File: src/pkg/scp_defines.vh
// Constants for the slave configuration port control block
`ifndef SCP_DEFINES_VH
`define SCP_DEFINES_VH

// ==========================================================================
// Timing and sizes
`define SCP_CLK_PERIOD_NS 20
`define SCP_PROG_MIN_NS   500
`define SCP_PROG_MIN_CYC  ((`SCP_PROG_MIN_NS + `SCP_CLK_PERIOD_NS - 1) / `SCP_CLK_PERIOD_NS)
`define SCP_CLEAR_CYC     64
`define SCP_STARTUP_CLKS  8
`define SCP_CFG_BYTES     16
`define SCP_FIFO_DEPTH    4

// ==========================================================================
// Mode pin patterns
`define SCP_MODE_SERIAL   3'h7
`define SCP_MODE_PARALLEL 3'h6

// ==========================================================================
// Positions in the synchronised pin vector
`define SCP_SYNC_W   19
`define SCP_B_LCLK   0
`define SCP_B_PROG   1
`define SCP_B_DIN    2
`define SCP_B_CS     3
`define SCP_B_RW     4
`define SCP_B_INIT   5
`define SCP_B_DONE   6
`define SCP_B_D_LO   7
`define SCP_B_D_HI   14
`define SCP_B_M_LO   15
`define SCP_B_M_HI   17
`define SCP_B_PUDIS  18

// ==========================================================================
// Reset values
`define SCP_RST_SYNC     19'h00012
`define SCP_RST_OE_N     1'b0
`define SCP_RST_CSO_N    1'b1

`endif

File: src/logic/scp_fifo.v
// Small flip-flop FIFO with valid/ready on both sides
`timescale 1ns/1ps

module scp_fifo #(
	parameter WIDTH = 8,
	parameter DEPTH = 4,
	parameter AW    = 2
) (
	// Clock and reset
	input  wire             clk,
	input  wire             rst_n,
	// Fill side
	input  wire             in_valid,
	output wire             in_ready,
	input  wire [WIDTH-1:0] in_data,
	// Drain side
	output wire             out_valid,
	input  wire             out_ready,
	output wire [WIDTH-1:0] out_data
);

	reg  [WIDTH-1:0] mem_q [0:DEPTH-1];
	reg  [AW:0]      wr_ptr_q;
	reg  [AW:0]      rd_ptr_q;
	wire             full;
	wire             empty;
	integer          i;

	// Extra pointer bit tells full from empty
	assign empty     = (wr_ptr_q == rd_ptr_q);
	assign full      = (wr_ptr_q[AW] != rd_ptr_q[AW]) &&
		(wr_ptr_q[AW-1:0] == rd_ptr_q[AW-1:0]);
	assign in_ready  = !full;
	assign out_valid = !empty;
	assign out_data  = mem_q[rd_ptr_q[AW-1:0]];

	always @(posedge clk or negedge rst_n) begin
		if (!rst_n) begin
			wr_ptr_q <= {(AW+1){1'b0}};
			rd_ptr_q <= {(AW+1){1'b0}};
			for (i = 0; i < DEPTH; i = i + 1)
				mem_q[i] <= {WIDTH{1'b0}};
		end else begin
			if (in_valid && !full) begin
				mem_q[wr_ptr_q[AW-1:0]] <= in_data;
				wr_ptr_q <= wr_ptr_q + 1'b1;
			end
			if (out_ready && !empty)
				rd_ptr_q <= rd_ptr_q + 1'b1;
		end
	end

endmodule // scp_fifo

File: src/logic/scp_config_port.v
// Slave configuration port control: restart, indicators, byte capture
// Summary of operation
// RULE_01: Init low while clearing; release samples mode pins
// RULE_02: CRC failure drives init low as error
// RULE_03: Done held low until successful completion
// RULE_04: Program low 500 ns restarts after release
// RULE_05: Host keeps program high to allow start
// RULE_06: Host pulses program low to reprogram
// RULE_07: Downstream chain devices strapped to mode 110
// RULE_08: Host keeps read/write select low throughout
// RULE_09: Lead asserts next chip select after own data
// RULE_10: Serial mode 111 captures bit on rising clock
// RULE_11: Host pulses program, waits init high first
// RULE_12: Host clocks until done rises or init falls
// RULE_13: Host supplies extra clocks for start-up
// RULE_14: Host holds mode pins steady at sampling
// RULE_15: After done high, mode/pull-up pins freed
// RULE_16: Pull-up pin low enables pull-ups during configuration
// RULE_17: Surrounding logic drives unused init high afterwards
// RULE_18: Busy high means host holds data longer
// RULE_19: Parallel mode captures byte on rising clock
// RULE_20: Clock and data ignored while memory clears
`timescale 1ns/1ps
`include "scp_defines.vh"

module scp_config_port #(
	parameter CLEAR_CYC    = `SCP_CLEAR_CYC,
	parameter STARTUP_CLKS = `SCP_STARTUP_CLKS,
	parameter CFG_BYTES    = `SCP_CFG_BYTES,
	parameter FIFO_DEPTH   = `SCP_FIFO_DEPTH
) (
	// System clock and reset
	input  wire       CLK_SYS,
	input  wire       RESETN,
	// Configuration pins from the host
	input  wire       CONFIG_CLOCK,
	input  wire       PROGRAM_RESTART_N,
	input  wire       SERIAL_DIN,
	input  wire [7:0] PAR_DATA,
	input  wire       CHIP_SELECT_N,
	input  wire       READ_WRITE_SELECT_N,
	input  wire [2:0] MODE_PINS,
	input  wire       PULLUP_DISABLE_PIN,
	// Open-drain initialization indicator
	input  wire       INIT_IN,
	output wire       INIT_OUT,
	output wire       INIT_OE_N,
	// Open-drain done indicator
	input  wire       DONE_IN,
	output wire       DONE_OUT,
	output wire       DONE_OE_N,
	// Chain and flow outputs
	output wire       BUSY,
	output wire       NEXT_CHIP_SELECT_OUT_N,
	// Device-internal status
	output wire       PULLUP_ENABLE,
	output wire       USER_IO_FREE,
	output wire [2:0] MODE_LATCHED,
	input  wire       CRC_ERROR,
	// Configuration byte stream
	output wire [7:0] CFG_DATA,
	output wire       CFG_VALID,
	input  wire       CFG_READY
);

	// ======================================================================
	// Constants
	localparam [2:0] ST_HOLD    = 3'h0;
	localparam [2:0] ST_CLEAR   = 3'h1;
	localparam [2:0] ST_WAIT    = 3'h2;
	localparam [2:0] ST_LOAD    = 3'h3;
	localparam [2:0] ST_STARTUP = 3'h4;
	localparam [2:0] ST_DONE    = 3'h5;
	localparam [2:0] ST_ERROR   = 3'h6;

	// Plain integers: compared or passed down as a parameter, never stored in a narrower register
	localparam PROG_MIN   = `SCP_PROG_MIN_CYC;
	localparam CLEAR_LAST = CLEAR_CYC - 1;
	localparam STARTUP_N  = STARTUP_CLKS;
	localparam BYTES_LAST = CFG_BYTES - 1;
	localparam        FIFO_AW    = (FIFO_DEPTH > 1) ? $clog2(FIFO_DEPTH) : 1;

	// ======================================================================
	// Declarations
	wire [`SCP_SYNC_W-1:0] pins_raw;
	reg  [`SCP_SYNC_W-1:0] sync1_q;
	reg  [`SCP_SYNC_W-1:0] sync2_q;
	reg  [`SCP_SYNC_W-1:0] sync3_q;
	reg  [`SCP_SYNC_W-1:0] filt_q;
	reg  [`SCP_SYNC_W-1:0] filt_d;
	reg                    lclk_prev_q;
	wire                   lclk_rise;
	wire                   prog_n;
	wire                   din;
	wire                   cs_n;
	wire                   rw_n;
	wire                   init_pin;
	wire                   done_pin;
	wire [7:0]             pdata;

	reg  [2:0]             state_q;
	reg  [2:0]             state_d;
	reg  [15:0]            prog_cnt_q;
	reg  [15:0]            cnt_q;
	reg  [15:0]            cnt_d;
	reg  [15:0]            byte_cnt_q;
	reg  [7:0]             shift_q;
	reg  [2:0]             bit_cnt_q;
	reg  [2:0]             mode_q;
	reg                    pudis_q;
	reg                    init_oe_n_q;
	reg                    done_oe_n_q;
	reg                    cso_n_q;
	reg                    io_free_q;
	reg                    wr_valid_q;
	reg  [7:0]             wr_data_q;

	wire                   fifo_in_ready;
	wire                   fifo_out_valid;
	wire                   is_serial;
	wire                   is_parallel;
	wire                   prog_armed;
	wire                   par_take;
	wire                   ser_byte;
	wire                   push;
	wire                   last_byte;

	// ======================================================================
	// Pin synchroniser, three stages with agreement filter
	assign pins_raw = {PULLUP_DISABLE_PIN, MODE_PINS, PAR_DATA, DONE_IN,
		INIT_IN, READ_WRITE_SELECT_N, CHIP_SELECT_N, SERIAL_DIN,
		PROGRAM_RESTART_N, CONFIG_CLOCK};

	always @* begin
		filt_d = (sync2_q & ~(sync2_q ^ sync3_q)) |
			(filt_q & (sync2_q ^ sync3_q));
	end

	always @(posedge CLK_SYS or negedge RESETN) begin
		if (!RESETN) begin
			sync1_q     <= `SCP_RST_SYNC;
			sync2_q     <= `SCP_RST_SYNC;
			sync3_q     <= `SCP_RST_SYNC;
			filt_q      <= `SCP_RST_SYNC;
			lclk_prev_q <= 1'b0;
		end else begin
			sync1_q     <= pins_raw;
			sync2_q     <= sync1_q;
			sync3_q     <= sync2_q;
			filt_q      <= filt_d;
			lclk_prev_q <= filt_q[`SCP_B_LCLK];
		end
	end

	assign lclk_rise = filt_q[`SCP_B_LCLK] && !lclk_prev_q;
	assign prog_n    = filt_q[`SCP_B_PROG];
	assign din       = filt_q[`SCP_B_DIN];
	assign cs_n      = filt_q[`SCP_B_CS];
	assign rw_n      = filt_q[`SCP_B_RW];
	assign init_pin  = filt_q[`SCP_B_INIT];
	assign done_pin  = filt_q[`SCP_B_DONE];
	assign pdata     = filt_q[`SCP_B_D_HI:`SCP_B_D_LO];

	// ======================================================================
	// Capture decode
	assign is_serial   = (mode_q == `SCP_MODE_SERIAL);
	assign is_parallel = (mode_q == `SCP_MODE_PARALLEL);
	assign prog_armed  = (prog_cnt_q >= PROG_MIN);
	// Only the load state captures from the data pins
	assign par_take  = (state_q == ST_LOAD) && is_parallel && lclk_rise &&
		!cs_n && !rw_n && fifo_in_ready; // see RULE_19 see RULE_20
	assign ser_byte  = (state_q == ST_LOAD) && is_serial && lclk_rise &&
		(bit_cnt_q == 3'h7); // see RULE_10 see RULE_20
	assign push      = par_take || (ser_byte && fifo_in_ready);
	assign last_byte = (byte_cnt_q == BYTES_LAST);

	// ======================================================================
	// Sequencer
	always @* begin
		state_d = state_q;
		cnt_d   = cnt_q;
		case (state_q)
			ST_HOLD: begin
				cnt_d = 16'h0000;
				if (prog_n)
					state_d = ST_CLEAR; // see RULE_04
			end
			ST_CLEAR: begin
				cnt_d = cnt_q + 16'h0001;
				if (cnt_q >= CLEAR_LAST)
					state_d = ST_WAIT; // see RULE_01
			end
			ST_WAIT: begin
				// Another device may still hold the shared line low
				cnt_d = 16'h0000;
				if (init_pin)
					state_d = ST_LOAD;
			end
			ST_LOAD: begin
				if (CRC_ERROR)
					state_d = ST_ERROR; // see RULE_02
				else if (ser_byte && !fifo_in_ready)
					state_d = ST_ERROR;
				else if (push && last_byte)
					state_d = ST_STARTUP;
			end
			ST_STARTUP: begin
				if (lclk_rise && cnt_q < STARTUP_N)
					cnt_d = cnt_q + 16'h0001;
				if (CRC_ERROR)
					state_d = ST_ERROR; // see RULE_02
				else if (cnt_q >= STARTUP_N && !fifo_out_valid)
					state_d = ST_DONE; // see RULE_03
			end
			ST_DONE: begin
				cnt_d = 16'h0000;
			end
			ST_ERROR: begin
				cnt_d = 16'h0000;
			end
			default: begin
				state_d = ST_HOLD;
				cnt_d   = 16'h0000;
			end
		endcase
		// A long enough program pulse overrides every state
		if (!prog_n && prog_armed)
			state_d = ST_HOLD; // see RULE_04
	end

	always @(posedge CLK_SYS or negedge RESETN) begin
		if (!RESETN) begin
			state_q    <= ST_CLEAR;
			cnt_q      <= 16'h0000;
			prog_cnt_q <= 16'h0000;
		end else begin
			state_q <= state_d;
			cnt_q   <= cnt_d;
			// Short glitches on the program pin are ignored
			if (prog_n)
				prog_cnt_q <= 16'h0000;
			else if (!prog_armed)
				prog_cnt_q <= prog_cnt_q + 16'h0001; // see RULE_04
		end
	end

	// ======================================================================
	// Mode and pull-up sampling at init release
	always @(posedge CLK_SYS or negedge RESETN) begin
		if (!RESETN) begin
			mode_q  <= 3'h0;
			pudis_q <= 1'b1;
		end else if (state_q == ST_WAIT && init_pin) begin
			mode_q  <= filt_q[`SCP_B_M_HI:`SCP_B_M_LO]; // see RULE_01
			pudis_q <= filt_q[`SCP_B_PUDIS]; // see RULE_16
		end
	end

	// ======================================================================
	// Byte assembly and stream push
	always @(posedge CLK_SYS or negedge RESETN) begin
		if (!RESETN) begin
			shift_q    <= 8'h00;
			bit_cnt_q  <= 3'h0;
			byte_cnt_q <= 16'h0000;
			wr_valid_q <= 1'b0;
			wr_data_q  <= 8'h00;
		end else begin
			wr_valid_q <= push;
			if (state_q != ST_LOAD && state_q != ST_STARTUP) begin
				bit_cnt_q  <= 3'h0;
				byte_cnt_q <= 16'h0000;
			end else if (state_q == ST_LOAD && is_serial && lclk_rise) begin
				shift_q   <= {shift_q[6:0], din}; // see RULE_10
				bit_cnt_q <= bit_cnt_q + 3'h1;
			end
			if (ser_byte)
				wr_data_q <= {shift_q[6:0], din};
			else if (par_take)
				wr_data_q <= pdata; // see RULE_19
			if (push)
				byte_cnt_q <= byte_cnt_q + 16'h0001;
		end
	end

	scp_fifo #(
		.WIDTH (8),
		.DEPTH (FIFO_DEPTH),
		.AW    (FIFO_AW)
	) u_fifo (
		.clk       (CLK_SYS),
		.rst_n     (RESETN),
		.in_valid  (wr_valid_q),
		.in_ready  (fifo_in_ready),
		.in_data   (wr_data_q),
		.out_valid (fifo_out_valid),
		.out_ready (CFG_READY),
		.out_data  (CFG_DATA)
	);

	// ======================================================================
	// Indicator and chain outputs
	always @(posedge CLK_SYS or negedge RESETN) begin
		if (!RESETN) begin
			init_oe_n_q <= `SCP_RST_OE_N;
			done_oe_n_q <= `SCP_RST_OE_N;
			cso_n_q     <= `SCP_RST_CSO_N;
			io_free_q   <= 1'b0;
		end else begin
			init_oe_n_q <= !(state_d == ST_HOLD || state_d == ST_CLEAR ||
				state_d == ST_ERROR); // see RULE_01 see RULE_02
			done_oe_n_q <= (state_d == ST_DONE); // see RULE_03
			if (state_d == ST_HOLD || state_d == ST_CLEAR)
				cso_n_q <= 1'b1;
			else if (push && last_byte)
				cso_n_q <= 1'b0; // see RULE_09
			io_free_q <= (state_d == ST_DONE) && done_pin; // see RULE_15
		end
	end

	// Both open-drain pins only ever pull low
	assign INIT_OUT  = 1'b0;
	assign INIT_OE_N = init_oe_n_q;
	assign DONE_OUT  = 1'b0;
	assign DONE_OE_N = done_oe_n_q;

	// Busy in parallel load while the stream buffer cannot take another byte
	assign BUSY = (state_q == ST_LOAD) && is_parallel &&
		!fifo_in_ready; // see RULE_18

	assign NEXT_CHIP_SELECT_OUT_N = cso_n_q;
	assign PULLUP_ENABLE = !io_free_q && !pudis_q; // see RULE_16
	assign USER_IO_FREE  = io_free_q;
	assign MODE_LATCHED  = mode_q;
	assign CFG_VALID     = fifo_out_valid;

endmodule // scp_config_port

File: config.mk
export PLATFORM = sky130hd
export DESIGN_NAME = scp_config_port
export DESIGN_NICKNAME = d
export VERILOG_FILES = /design/src/logic/scp_fifo.v /design/src/logic/scp_config_port.v
export VERILOG_INCLUDE_DIRS = /design/src /design/src/pkg
export SDC_FILE = /design/constraint.sdc
export NUM_CORES = 1
export LEC_CHECK = 0
export BUFFER_PORTS_ARGS = -buffer_cell sky130_fd_sc_hd__clkbuf_2
export CAP_MARGIN = 20
export CORE_MARGIN = 4
export CORE_UTILIZATION = 60
export DETAILED_ROUTE_END_ITERATION = 10
export MAX_ROUTING_LAYER = met4
export PLACE_DENSITY = 0.88
export SETUP_SLACK_MARGIN = 0.3
export SYNTH_ARGS = -nofsm -noshare
export SYNTH_HDL_FRONTEND = slang
export SYNTH_HIERARCHICAL = 1
export SYNTH_SLANG_ARGS = --single-unit
File: constraint.sdc
create_clock -name CLK_SYS -period 3.1 [get_ports CLK_SYS]
set_input_delay 0.465 -clock CLK_SYS [delete_from_list [all_inputs] [get_ports CLK_SYS]]
set_output_delay 0.465 -clock CLK_SYS [all_outputs]
set_load 0.005 [all_outputs]
* Word-level counts from Yosys, hierarchy flattened
Index checks and enable logic that the tools add are counted.
Word-level totals: bits in registers 193, input port bits 23, output and inout port bits 20, logic and storage cells 140
Operators by class: add/sub/neg operators 6, order comparisons 7, eq/ne operators 20, muxes and demuxes 28, bitwise gates (word level) 9, reduce and logical (&&, ||, !) cells 45
Operator list (number):
- $mux 16 | 5
- $add 16x1->16 const B | 3
- $pmux 16 s3 | 1
- $mux 8 | 5
- $and 19x19->19 | 2
- $mux 3 | 11
- $bwmux 32 | 1
- $eq 3x3->1 const B | 8
- $logic_and 1x1->1 | 24
- $not 19->19 | 1
- $or 19x19->19 | 1
- $xor 19x19->19 | 1
- $pmux 3 s6 | 1
- $bmux 8 s2 | 1
- $demux 8 s2 | 1
- $eq 16x4->1 const B | 1
- $ge 16x4->1 const B | 1
- $ge 16x5->1 const B | 1
- $ge 16x6->1 const B | 1
- $lt 16x4->1 const B | 1
- $add 3x1->3 const B | 3
- $logic_not 1->1 | 9
- $reduce_bool 2->1 | 4
- $eq 3x1->1 const B | 2
- 16 further kinds | 26

* Logic depth before layout (Yosys ltp)
Gate-level depths: netlist of the first run.
depth after elaboration 17, mapped depth 10

* Cells and area by module
Netlist of the first run, hierarchy kept.
Modules (own cells, without submodules):
- scp_config_port | instances 1, cells each 485, area each 5989.5 sq um, seq. area each 3892.5 sq um
- scp_fifo | instances 1, cells each 119, area each 1878.1 sq um, seq. area each 950.9 sq um

* Worst setup path before layout of the first run
OpenSTA, ideal clock, no wires.
path type register to register, from register u_fifo.wr_ptr_q[0], to register byte_cnt_q[12], setup time 0.110 ns, arrival time 2.482 ns, required time 2.990 ns, path slack 0.508 ns, cell stages (with the launch flop) 10, period minus slack after synthesis 2.592 ns, path through dfrtp_1 > xnor2_2 > nand3_1 > or3b_1 > nor4_2 > o21ai_2 > clkinv_1 > nor2_1 > o21ai_0 > o41ai_1
On the way: cells in the longest elaborated chain, start to end 6, elaborated cells between the ends (all ways) 8, classes of those cells 1 x eq/ne; 1 x mux; 6 x reduce/logical
Ends and longest elaborated chain:
- from (decl) | line scp_fifo.v:23 | reg [AW:0] wr_ptr_q;
- from (signal assigned) | line scp_fifo.v:39 | wr_ptr_q <= {(AW+1){1'b0}};
- from (signal assigned) | line scp_fifo.v:46 | wr_ptr_q <= wr_ptr_q + 1'b1;
- $eq 2x2->1 * | line scp_fifo.v:32 | (wr_ptr_q[AW-1:0] == rd_ptr_q[AW-1:0]);
- $logic_and 1x1->1 * | line scp_fifo.v:31 | assign full = (wr_ptr_q[AW] != rd_ptr_q[AW]) &&
- $logic_not 1->1 * | line scp_fifo.v:33 | assign in_ready = !full;
- net fifo_in_ready | line scp_config_port.v:118 | wire fifo_in_ready;
- $logic_and 1x1->1, on equally long branches | line scp_config_port.v:171, scp_config_port.v:174
- $logic_or 1x1->1 * | line scp_config_port.v:174 | assign push = par_take || (ser_byte && fifo_in_ready);
- net push | line scp_config_port.v:125 | wire push;
- $mux 16 / $reduce_bool 2->1 (equally long branches)
- to (signal assigned) | line scp_config_port.v:282 | byte_cnt_q <= byte_cnt_q + 16'h0001;
- to (decl) | line scp_config_port.v:106 | reg [15:0] byte_cnt_q;
Mark *: on every way through the listed nets, which the timed path passes. The rest lies on a longest branch. A chain may end at the register's enable or synchronous reset.

* Worst setup path in the final report of the first run
from register u_fifo.wr_ptr_q[0], to register byte_cnt_q[13]
On the way: cells in the longest elaborated chain, start to end 6, elaborated cells between the ends (all ways) 8, classes of those cells 1 x eq/ne; 1 x mux; 6 x reduce/logical
Ends and longest elaborated chain (line):
- $eq 2x2->1 * | scp_fifo.v:32
- $logic_and 1x1->1 * | scp_fifo.v:31
- $logic_not 1->1 * | scp_fifo.v:33
- net fifo_in_ready | scp_config_port.v:118
- $logic_and 1x1->1, on equally long branches | scp_config_port.v:171, scp_config_port.v:174
- $logic_or 1x1->1 * | scp_config_port.v:174
- $mux 16 / $reduce_bool 2->1 (equally long branches)
Marks and branches as above.

==> results.py, run 1 <==
metrics = {
    "cts": {
        "numCtsBuffers": 17,
        "cts_tree": "done",
        "clkSinkCount": 193,
        "clockBufferDepth": 2,
        "insertion_delay_ps": 430,
        "postCtsSetupBuffers": 0,
        "cts_hold_buf": 0,
        "clkTransAtPathRegs_ps": 70,
        "htree_levels": 4,
        "clock-root-buffer": "clkbuf_16",
    },
    "power_and_ir_drop": {
        "ir_drop_mv": 0.403,
        "leakage_nw": 4.08,
        "power_w": 0.00529,
        "power.density_nw_per_um2": 591,
    },
    "critical_path": {
        "arrival_ps": 3010,
        "crit_path_max_fanout": 10,
        "cp-end-kind": "flip-flop",
        "criticalPathCategory": "flip-flop to flip-flop",
        "worstSetupStartpointType": "flip-flop",
        "worstPathRequired_ps": 3430,
        "cp-startpoint": "u_fifo/wr_ptr_q[0]",
        "r2r_start": "u_fifo/wr_ptr_q[0]",
        "reg2reg_slack_ps": 430,
    },
    "synthesis": {
        "ys_warn_count": 6,
        "synth_mux_area_share_pct": 10.1,
        "netlist_area_sq_um": 7870,
        "ys.flop_type": "dfrtp_1",
        "synthDistinctLibCells": 61,
        "synth_compound_area_share_pct": 8.84,
        "seq_area_frac_synth_pct": 61.6,
        "synth_top_family_by_area": "simple AND/OR/NAND/NOR gates",
        "synth_edf_count": 0,
        "synth-xor-area-share_pct": 1.73,
        "ys_top_cells_by_area": "dfrtp_1 (58%), mux2_2 (6.4%), dfstp_2 (3.7%)",
        "avgSynthCellArea_sq_um": 13.0,
        "yosys.area_share.simple_pct": 11.0,
        "synth_top_area_cell": "dfrtp_1",
        "ys_ff_latch": 193,
        "yosysTopAreaCellShare_pct": 57.9,
        "synth_fa_ha_area_share_pct": 4.48,
        "synthCells": 604,
        "yosysMostFrequentCell": "dfrtp_1",
        "async_flop_share_pct": 100,
        "yosys-top-cells-count": "dfrtp_1 (182), mux2_2 (45), o21ai_0 (42), nand2_1 (37), nor2_1 (34)",
    },
    "sta": {
        "rsz0062_at_grt": "false",
        "post-route-period-util_pct": 86.2,
        "hold_violations": 0,
        "slew_headroom_pct": 42.9,
        "final_max_slew_viol_count": 0,
        "setup_viol": 0,
        "max_freq_mhz": 374,
        "worst_pin_slew_ps": 845,
        "period_minus_slack_ps": 2670,
        "setup-tns-final_ps": 0,
        "fin_skew_ps": 7.18,
        "whs_ps": 96.1,
    },
    "route": {
        "vias": 5036,
        "ant_nets": 0,
        "viasPerCell": 5.98,
        "wl_per_cell_um": 18.2,
        "post-route-drc-count": 0,
        "first_pass_iters": 5,
        "drt_wl_total_um": 15300,
        "drt_iter0_drc": 633,
    },
    "placed_design": {
        "portBuffers": 40,
        "dpl_cell_area_sq_um": 8310,
        "dp_hpwl_um": 10200,
        "routabilityCongestion": 0.845,
    },
    "floorplanning": {
        "die_x_um": 123,
        "start_util_pct": 61.8,
        "design.core.area_sq_um": 12700,
        "dieArea_sq_um": 15000,
        "rows": 41,
        "die_y_um": 123,
        "io_pins": 43,
    },
    "final_layout": {
        "final_nets": 693,
        "antenna_cells": 0,
        "syn2layout_area_growth_pct": 13.6,
        "utilization_pct": 70.3,
        "final_area_sq_um": 8940,
        "drive_gt1_share_pct": 26.1,
    },
    "global_route": {
        "grt_max_degree": 96,
        "grt.overflow.total": 0,
        "grt_pass1_vias": 5216,
        "grtUsageTotal_pct": 22.7,
        "grt_pass1_wl_um": 25600,
        "antenna_found_initial": 0,
    },
    "run": {
        "maxCapViolCount": 0,
    },
    "hold_path": {
        "hold_path.class": "input port to async pin",
    },
    "status": {
        "status": "completed",
    },
}
## metal layers
metal,track usage (%),up-vias,wire [um]
met4,7.56,0,324
li1,-,2275,-
met5,-,-,0
met3,5.30,34,691
met1,29.2,2566,6490
met2,36.2,161,7820
## path summary, 6_finish.rpt
check / to / cells past startpoint
worst max-delay path: byte_cnt_q[13] / 8
worst min-delay path: sync2_q[17] / 1
worst max register to register: byte_cnt_q[13] / 8
worst min register to register: sync2_q[14] / 0
max in group asynchronous: async pin / 2
min in group CLK_SYS: sync1_q[1] / 1
## power by group
| part | switching [W] | internal [W] |
|---|---|---|
| clock | 0.000938 | 0.00120 |
| combinational | 0.000247 | 0.000154 |
| sequential | 0.000110 | 0.00264 |
## placed cells by master (no fill, tap or decap), types with 16 or more instances in the layout
master,count
nor2_1,33
mux2_2,45
maj3_1,19
inv_1,16
clkbuf_16,17
dfrtp_1,182
nand2_1,37
o21ai_0,41
nand3_1,16
clkbuf_2,39
## flip-flops by register name, indices dropped and copies added, names as in the netlist, 7 cells and up, named ones only
name	count
sync2_q	19
shift_q	7
u_fifo/mem_q	32
sync1_q	19
sync3_q	19
cnt_q	16
prog_cnt_q	16
byte_cnt_q	16
wr_data_q	8
## area by class of cell
cell class | count | area (sq um)
inverter | 17 | 67.6
fill | 846 | 3780
clock inverter | 15 | 159
clock buffer | 17 | 425
sequential | 193 | 4840
tap | 172 | 215
timing repair buffer | 53 | 332
multi-input combinational | 375 | 2900
## cell families after synthesis
kind of cell	after synthesis
multiplexers	64
adder cells (fa/ha/maj)	32
buffers and inverters	37
flip-flops	193
AND/OR/NAND/NOR	162
XOR/XNOR	13
other	1
AO/OA/AOI/OAI	102
## worst max-delay path, cell delays in order (launching register included)
cell and delay [ps]:
dfrtp_1 490, xnor2_2 210, nand3_2 180, or3b_1 430, nor4_4 280, o21ai_4 180
nor4_4 380, nand4_1 190, mux2i_1 230
## stage by stage
stage	setup slack [ps]	std cells
after CTS	289	842
after floorplan	508	605
after global routing	290	842
after detailed placement	271	810
after global placement	453	810
final	428	842
## repair_timing
item                       in CTS  in global routing
resized for setup               2                  7
setup endpoints to repair       9                 16
hold endpoints to repair        0                  0
Power figures use the tool's default switching activity.
==> inputs of run 2 (changes only) <==
- PLACE_DENSITY: 0.88 -> 0.79
==> results.py, run 2 (same netlist as run 1, synthesis figures left out) <==
metrics = {
    "status": {
        "status": "completed",
    },
    "global_route": {
        "grt_pass1_wl_um": 24200,
        "grt.overflow.total": 0,
        "grt_max_degree": 95,
        "grtUsageTotal_pct": 21.2,
        "grt_pass1_vias": 4957,
        "antenna_found_initial": 0,
    },
    "final_layout": {
        "drive_gt1_share_pct": 25.9,
        "final_nets": 693,
        "top_register": "u_fifo/mem_q",
        "antenna_cells": 0,
        "final_common_cell": "dfrtp_1",
        "syn2layout_area_growth_pct": 12.9,
        "largest_reg_flops": 32,
        "mostFrequentLayoutCells": "dfrtp_1 (182), mux2_2 (45), o21ai_0 (42)",
    },
    "power_and_ir_drop": {
        "leakage_nw": 4.03,
        "power.density_nw_per_um2": 574,
        "ir_drop_mv": 0.368,
    },
    "cts": {
        "clock-root-buffer": "clkbuf_16",
        "clkSinkCount": 193,
        "numCtsBuffers": 17,
        "htree_levels": 4,
        "clkTransAtPathRegs_ps": 60,
        "cts_hold_buf": 0,
        "insertion_delay_ps": 420,
        "clockBufferDepth": 2,
        "cts_tree": "done",
    },
    "hold_path": {
        "hold_path.class": "input port to async pin",
    },
    "route": {
        "post-route-drc-count": 0,
        "viasPerCell": 5.78,
        "first_pass_iters": 5,
        "drt_wl_total_um": 14100,
        "drt_iter0_drc": 402,
        "ant_nets": 0,
        "wl_per_cell_um": 16.7,
        "vias": 4863,
    },
    "sta": {
        "whs_ps": 103,
        "fin_skew_ps": 7.49,
        "slew_headroom_pct": 49.3,
        "final_max_slew_viol_count": 0,
        "post-route-period-util_pct": 84.9,
        "worst_pin_slew_ps": 761,
        "hold_violations": 0,
        "max_freq_mhz": 380,
        "setup-tns-final_ps": 0,
        "setup_slack_ps": 467,
        "rsz0062_at_grt": "false",
        "period_minus_slack_ps": 2630,
        "setup_viol": 0,
    },
    "critical_path": {
        "r2r_start": "u_fifo/wr_ptr_q[0]",
        "worstPathRequired_ps": 3420,
        "criticalPathCategory": "flip-flop to flip-flop",
        "setup.worst_path.end": "USER_IO_FREE",
        "cp-startpoint": "u_fifo/wr_ptr_q[0]",
        "reg2reg_depth": 8,
        "reg2reg_slack_ps": 470,
        "crit_chain": "xnor2_2 -> nand3_2 -> or3b_1 -> nor4_4 -> o211ai_1 -> o21ai_0 -> nand2_1 -> nor4b_2",
        "max_stage_delay_ps": 490,
        "r2r_end": "USER_IO_FREE",
        "cp-end-kind": "flip-flop",
        "arrival_ps": 2960,
        "worstSetupStartpointType": "flip-flop",
        "cpMaxStageDelayCell": "dfrtp_1",
        "crit_path_max_fanout": 8,
    },
    "floorplanning": {
        "design.core.area_sq_um": 12700,
        "rows": 41,
        "die_y_um": 123,
        "dieArea_sq_um": 15000,
        "die_x_um": 123,
        "io_pins": 43,
        "start_util_pct": 61.8,
    },
    "placed_design": {
        "portBuffers": 40,
        "routabilityCongestion": 0.908,
        "dp_hpwl_um": 9510,
        "post-place-ws_ps": 234,
    },
    "run": {
        "maxCapViolCount": 0,
    },
}
run 2: changes by cell type in the layout (fill, tap and decap cells not counted), sizes merged:
| cell | previous run | this run |
|---|---|---|
| clkinv | 6 | 5 |
| bufinv | 2 | 0 |
| clkbuf | 57 | 62 |
| inv | 20 | 17 |
run 2: area by class of cell:
cell class,instances,area [sq um]
fillers,910,3840
clock buffers,22,474
well taps,172,215
flip-flops and latches,193,4840
inverters,17,67.6
clock inverters,9,60.1
repair buffers,53,332
multi-input cells,375,2890
run 2: metrics by stage:
stage	util (%)	total power [W]	std cells	area, sq um
floorplan	-	0.00301	605	7870
global placement	65.3	0.00314	810	8310
detailed placement	65.3	0.00318	810	8310
CTS	69.5	0.00514	841	8850
global route	69.8	0.00532	841	8880
finish	69.8	0.00509	841	8880
run 2: how the worst min path moves through the flow:
stage,startpoint,end
2_1_floorplan,RESETN,DONE_OE_N
3_3_place_gp,sync1_q[8],sync2_q[8]
3_5_place_dp,sync1_q[0],sync2_q[0]
4_1_cts,READ_WRITE_SELECT_N,sync1_q[4]
5_1_grt,READ_WRITE_SELECT_N,sync1_q[4]
6_report,RESETN,cnt_q[15]
run 2: worst max-delay path: cells and delay by family, from the launching register on:
family	cells	cell delay (ps)
AO/OA/AOI/OAI	2	560
XOR/XNOR	1	200
flip-flops	1	490
AND/OR/NAND/NOR	5	1280
run 2: what timing repair did:
action	4_1_cts	5_1_grt
setup endpoints to repair	8	18
resized for setup	1	6
gates cloned	0	0
buffers inserted	0	0
run 2: report_power, final:
group	switching (W)	internal (W)	leakage, nW
sequential	0.000102	0.00264	2.49
combinational	0.000238	0.000153	1.29
clock	0.000877	0.00108	0.258
run 2: per-layer routing:
metal / GRT usage (%) / vias up / routed length (um)
met4: 7.07 / 0 / 218
met5: - / - / 0
met1: 28.6 / 2447 / 6390
met3: 4.98 / 18 / 596
li1: - / 2262 / -
met2: 32.3 / 136 / 6880
==> inputs of run 3 (changes only) <==
- clock period: 3.1 -> 2.6 ns (I/O delays scaled with it)
==> results.py, run 3 (same netlist as run 1, synthesis figures left out) <==
metrics = {
    "cts": {
        "cts_tree": "done",
        "clockBufferDepth": 2,
        "clock-root-buffer": "clkbuf_16",
        "clkTransAtPathRegs_ps": 70,
        "numCtsBuffers": 17,
        "htree_levels": 4,
        "clkSinkCount": 193,
        "insertion_delay_ps": 430,
    },
    "final_layout": {
        "top_register": "u_fifo/mem_q",
        "final_nets": 711,
        "largest_reg_flops": 32,
        "regArea_sq_um": 4850,
        "final_common_cell": "dfrtp_1",
        "final_area_sq_um": 9200,
        "syn2layout_area_growth_pct": 17.0,
        "antenna_cells": 0,
        "final.fill_count": 853,
        "mostFrequentLayoutCells": "dfrtp_1 (176), mux2_2 (45), clkbuf_2 (39)",
        "multiInputGateArea_sq_um": 3010,
        "drive_gt1_share_pct": 30.2,
    },
    "critical_path": {
        "r2r_end": "USER_IO_FREE",
        "worstPathRequired_ps": 2910,
        "cp-startpoint": "u_fifo/wr_ptr_q[2]",
        "setup.worst_path.end": "USER_IO_FREE",
        "crit_path_max_fanout": 5,
        "worstSetupStartpointType": "flip-flop",
        "reg2reg_slack_ps": 230,
        "criticalPathCategory": "flip-flop to flip-flop",
        "cp-end-kind": "flip-flop",
        "reg2reg_depth": 9,
        "r2r_start": "u_fifo/wr_ptr_q[2]",
        "arrival_ps": 2680,
    },
    "route": {
        "drt_iter0_drc": 456,
        "drt_wl_total_um": 14800,
        "post-route-drc-count": 0,
        "ant_nets": 0,
        "vias": 4948,
        "first_pass_iters": 5,
        "wl_per_cell_um": 17.2,
        "viasPerCell": 5.75,
    },
    "placed_design": {
        "routabilityCongestion": 0.860,
        "portBuffers": 40,
        "dp_hpwl_um": 9740,
        "post-place-ws_ps": -36.9,
        "dpl_cell_area_sq_um": 8410,
    },
    "global_route": {
        "use_met3_pct": 4.84,
        "grt_pass1_vias": 5133,
        "grt_util_met1_pct": 28.4,
        "grt.overflow.total": 0,
        "grtUsageTotal_pct": 22.3,
        "grt_pass1_wl_um": 25000,
        "antenna_found_initial": 0,
        "busiest_layer": "met2",
        "use_met2_pct": 35.6,
        "grt_max_degree": 65,
    },
    "power_and_ir_drop": {
        "leakage_nw": 4.20,
        "power.density_nw_per_um2": 691,
        "ir_drop_mv": 0.612,
        "power_w": 0.00636,
    },
    "floorplanning": {
        "rows": 41,
        "die_x_um": 123,
        "io_pins": 43,
        "dieArea_sq_um": 15000,
        "design.core.area_sq_um": 12700,
        "start_util_pct": 61.8,
        "die_y_um": 123,
    },
    "sta": {
        "worst_pin_slew_ps": 700,
        "setup-tns-final_ps": 0,
        "setup_slack_ps": 233,
        "final_max_slew_viol_count": 0,
        "slew_headroom_pct": 53.2,
        "max_freq_mhz": 422,
        "period_minus_slack_ps": 2370,
        "rsz0062_at_grt": "true",
        "setup_viol": 0,
        "hold_violations": 0,
        "post-route-period-util_pct": 91.0,
        "whs_ps": 35.6,
        "fin_skew_ps": 7.54,
    },
    "hold_path": {
        "hold_path.class": "input port to flip-flop",
    },
    "status": {
        "status": "completed",
    },
    "run": {
        "maxCapViolCount": 0,
    },
}
[run 3: per-stage QoR]
step	utilization (%)	std cells
after floorplan	-	605
after global placement	66.1	813
after detailed placement	66.1	813
after CTS	71.3	852
after global routing	72.3	860
final	72.3	860
[run 3: power by group]
group	leakage (nW)	switching [W]	internal (W)	total [W]
Clock	0.281	0.00118	0.00138	0.00256
Sequential	2.48	0.000103	0.00315	0.00325
Combinational	1.44	0.000336	0.000217	0.000553
Total	4.20	0.00162	0.00474	0.00636
[run 3: final cells by class]
cell class	instances	share of cell area, %
sequential	193	52.7
clock inverter	14	1.59
timing repair buffer	71	5.10
inverter	17	0.721
tap	172	2.34
clock buffer	18	4.77
multi-input combinational	375	32.8
[run 3: worst min path at each step]
stage	start	depth (start not counted)	end
2_1_floorplan	RESETN	0	DONE_OE_N
3_3_place_gp	sync1_q[7]	0	sync2_q[7]
3_5_place_dp	sync1_q[12]	0	sync2_q[12]
4_1_cts	READ_WRITE_SELECT_N	1	sync1_q[4]
5_1_grt	READ_WRITE_SELECT_N	1	sync1_q[4]
6_report	READ_WRITE_SELECT_N	1	sync1_q[4]
[run 3: layer usage]
layer / vias to the layer above / part of all wire, % / wire [um]
li1: 2302 / - / -
met1: 2523 / 44 / 6520
met2: 100 / 51 / 7520
met3: 23 / 3.6 / 532
met4: 0 / 1.6 / 231
met5: - / 0 / 0
[run 3: timing repair]
item,CTS,global route
endpoints found under the setup margin,23,16
endpoints found under the hold margin,55,0
buffers inserted,6,8
resized for setup,4,16
pin swaps,3,6
hold buffers,1,0
[run 3: critical path: stages, from the launching register on]
cell      delay (ps)
dfrtp_2          450
xor2_4           200
nand3_4           80
or3b_4           390
nor4_4           200
o211ai_1         240
buf_4            210
a211oi_2         260
or2_4            180
nor4b_2           40
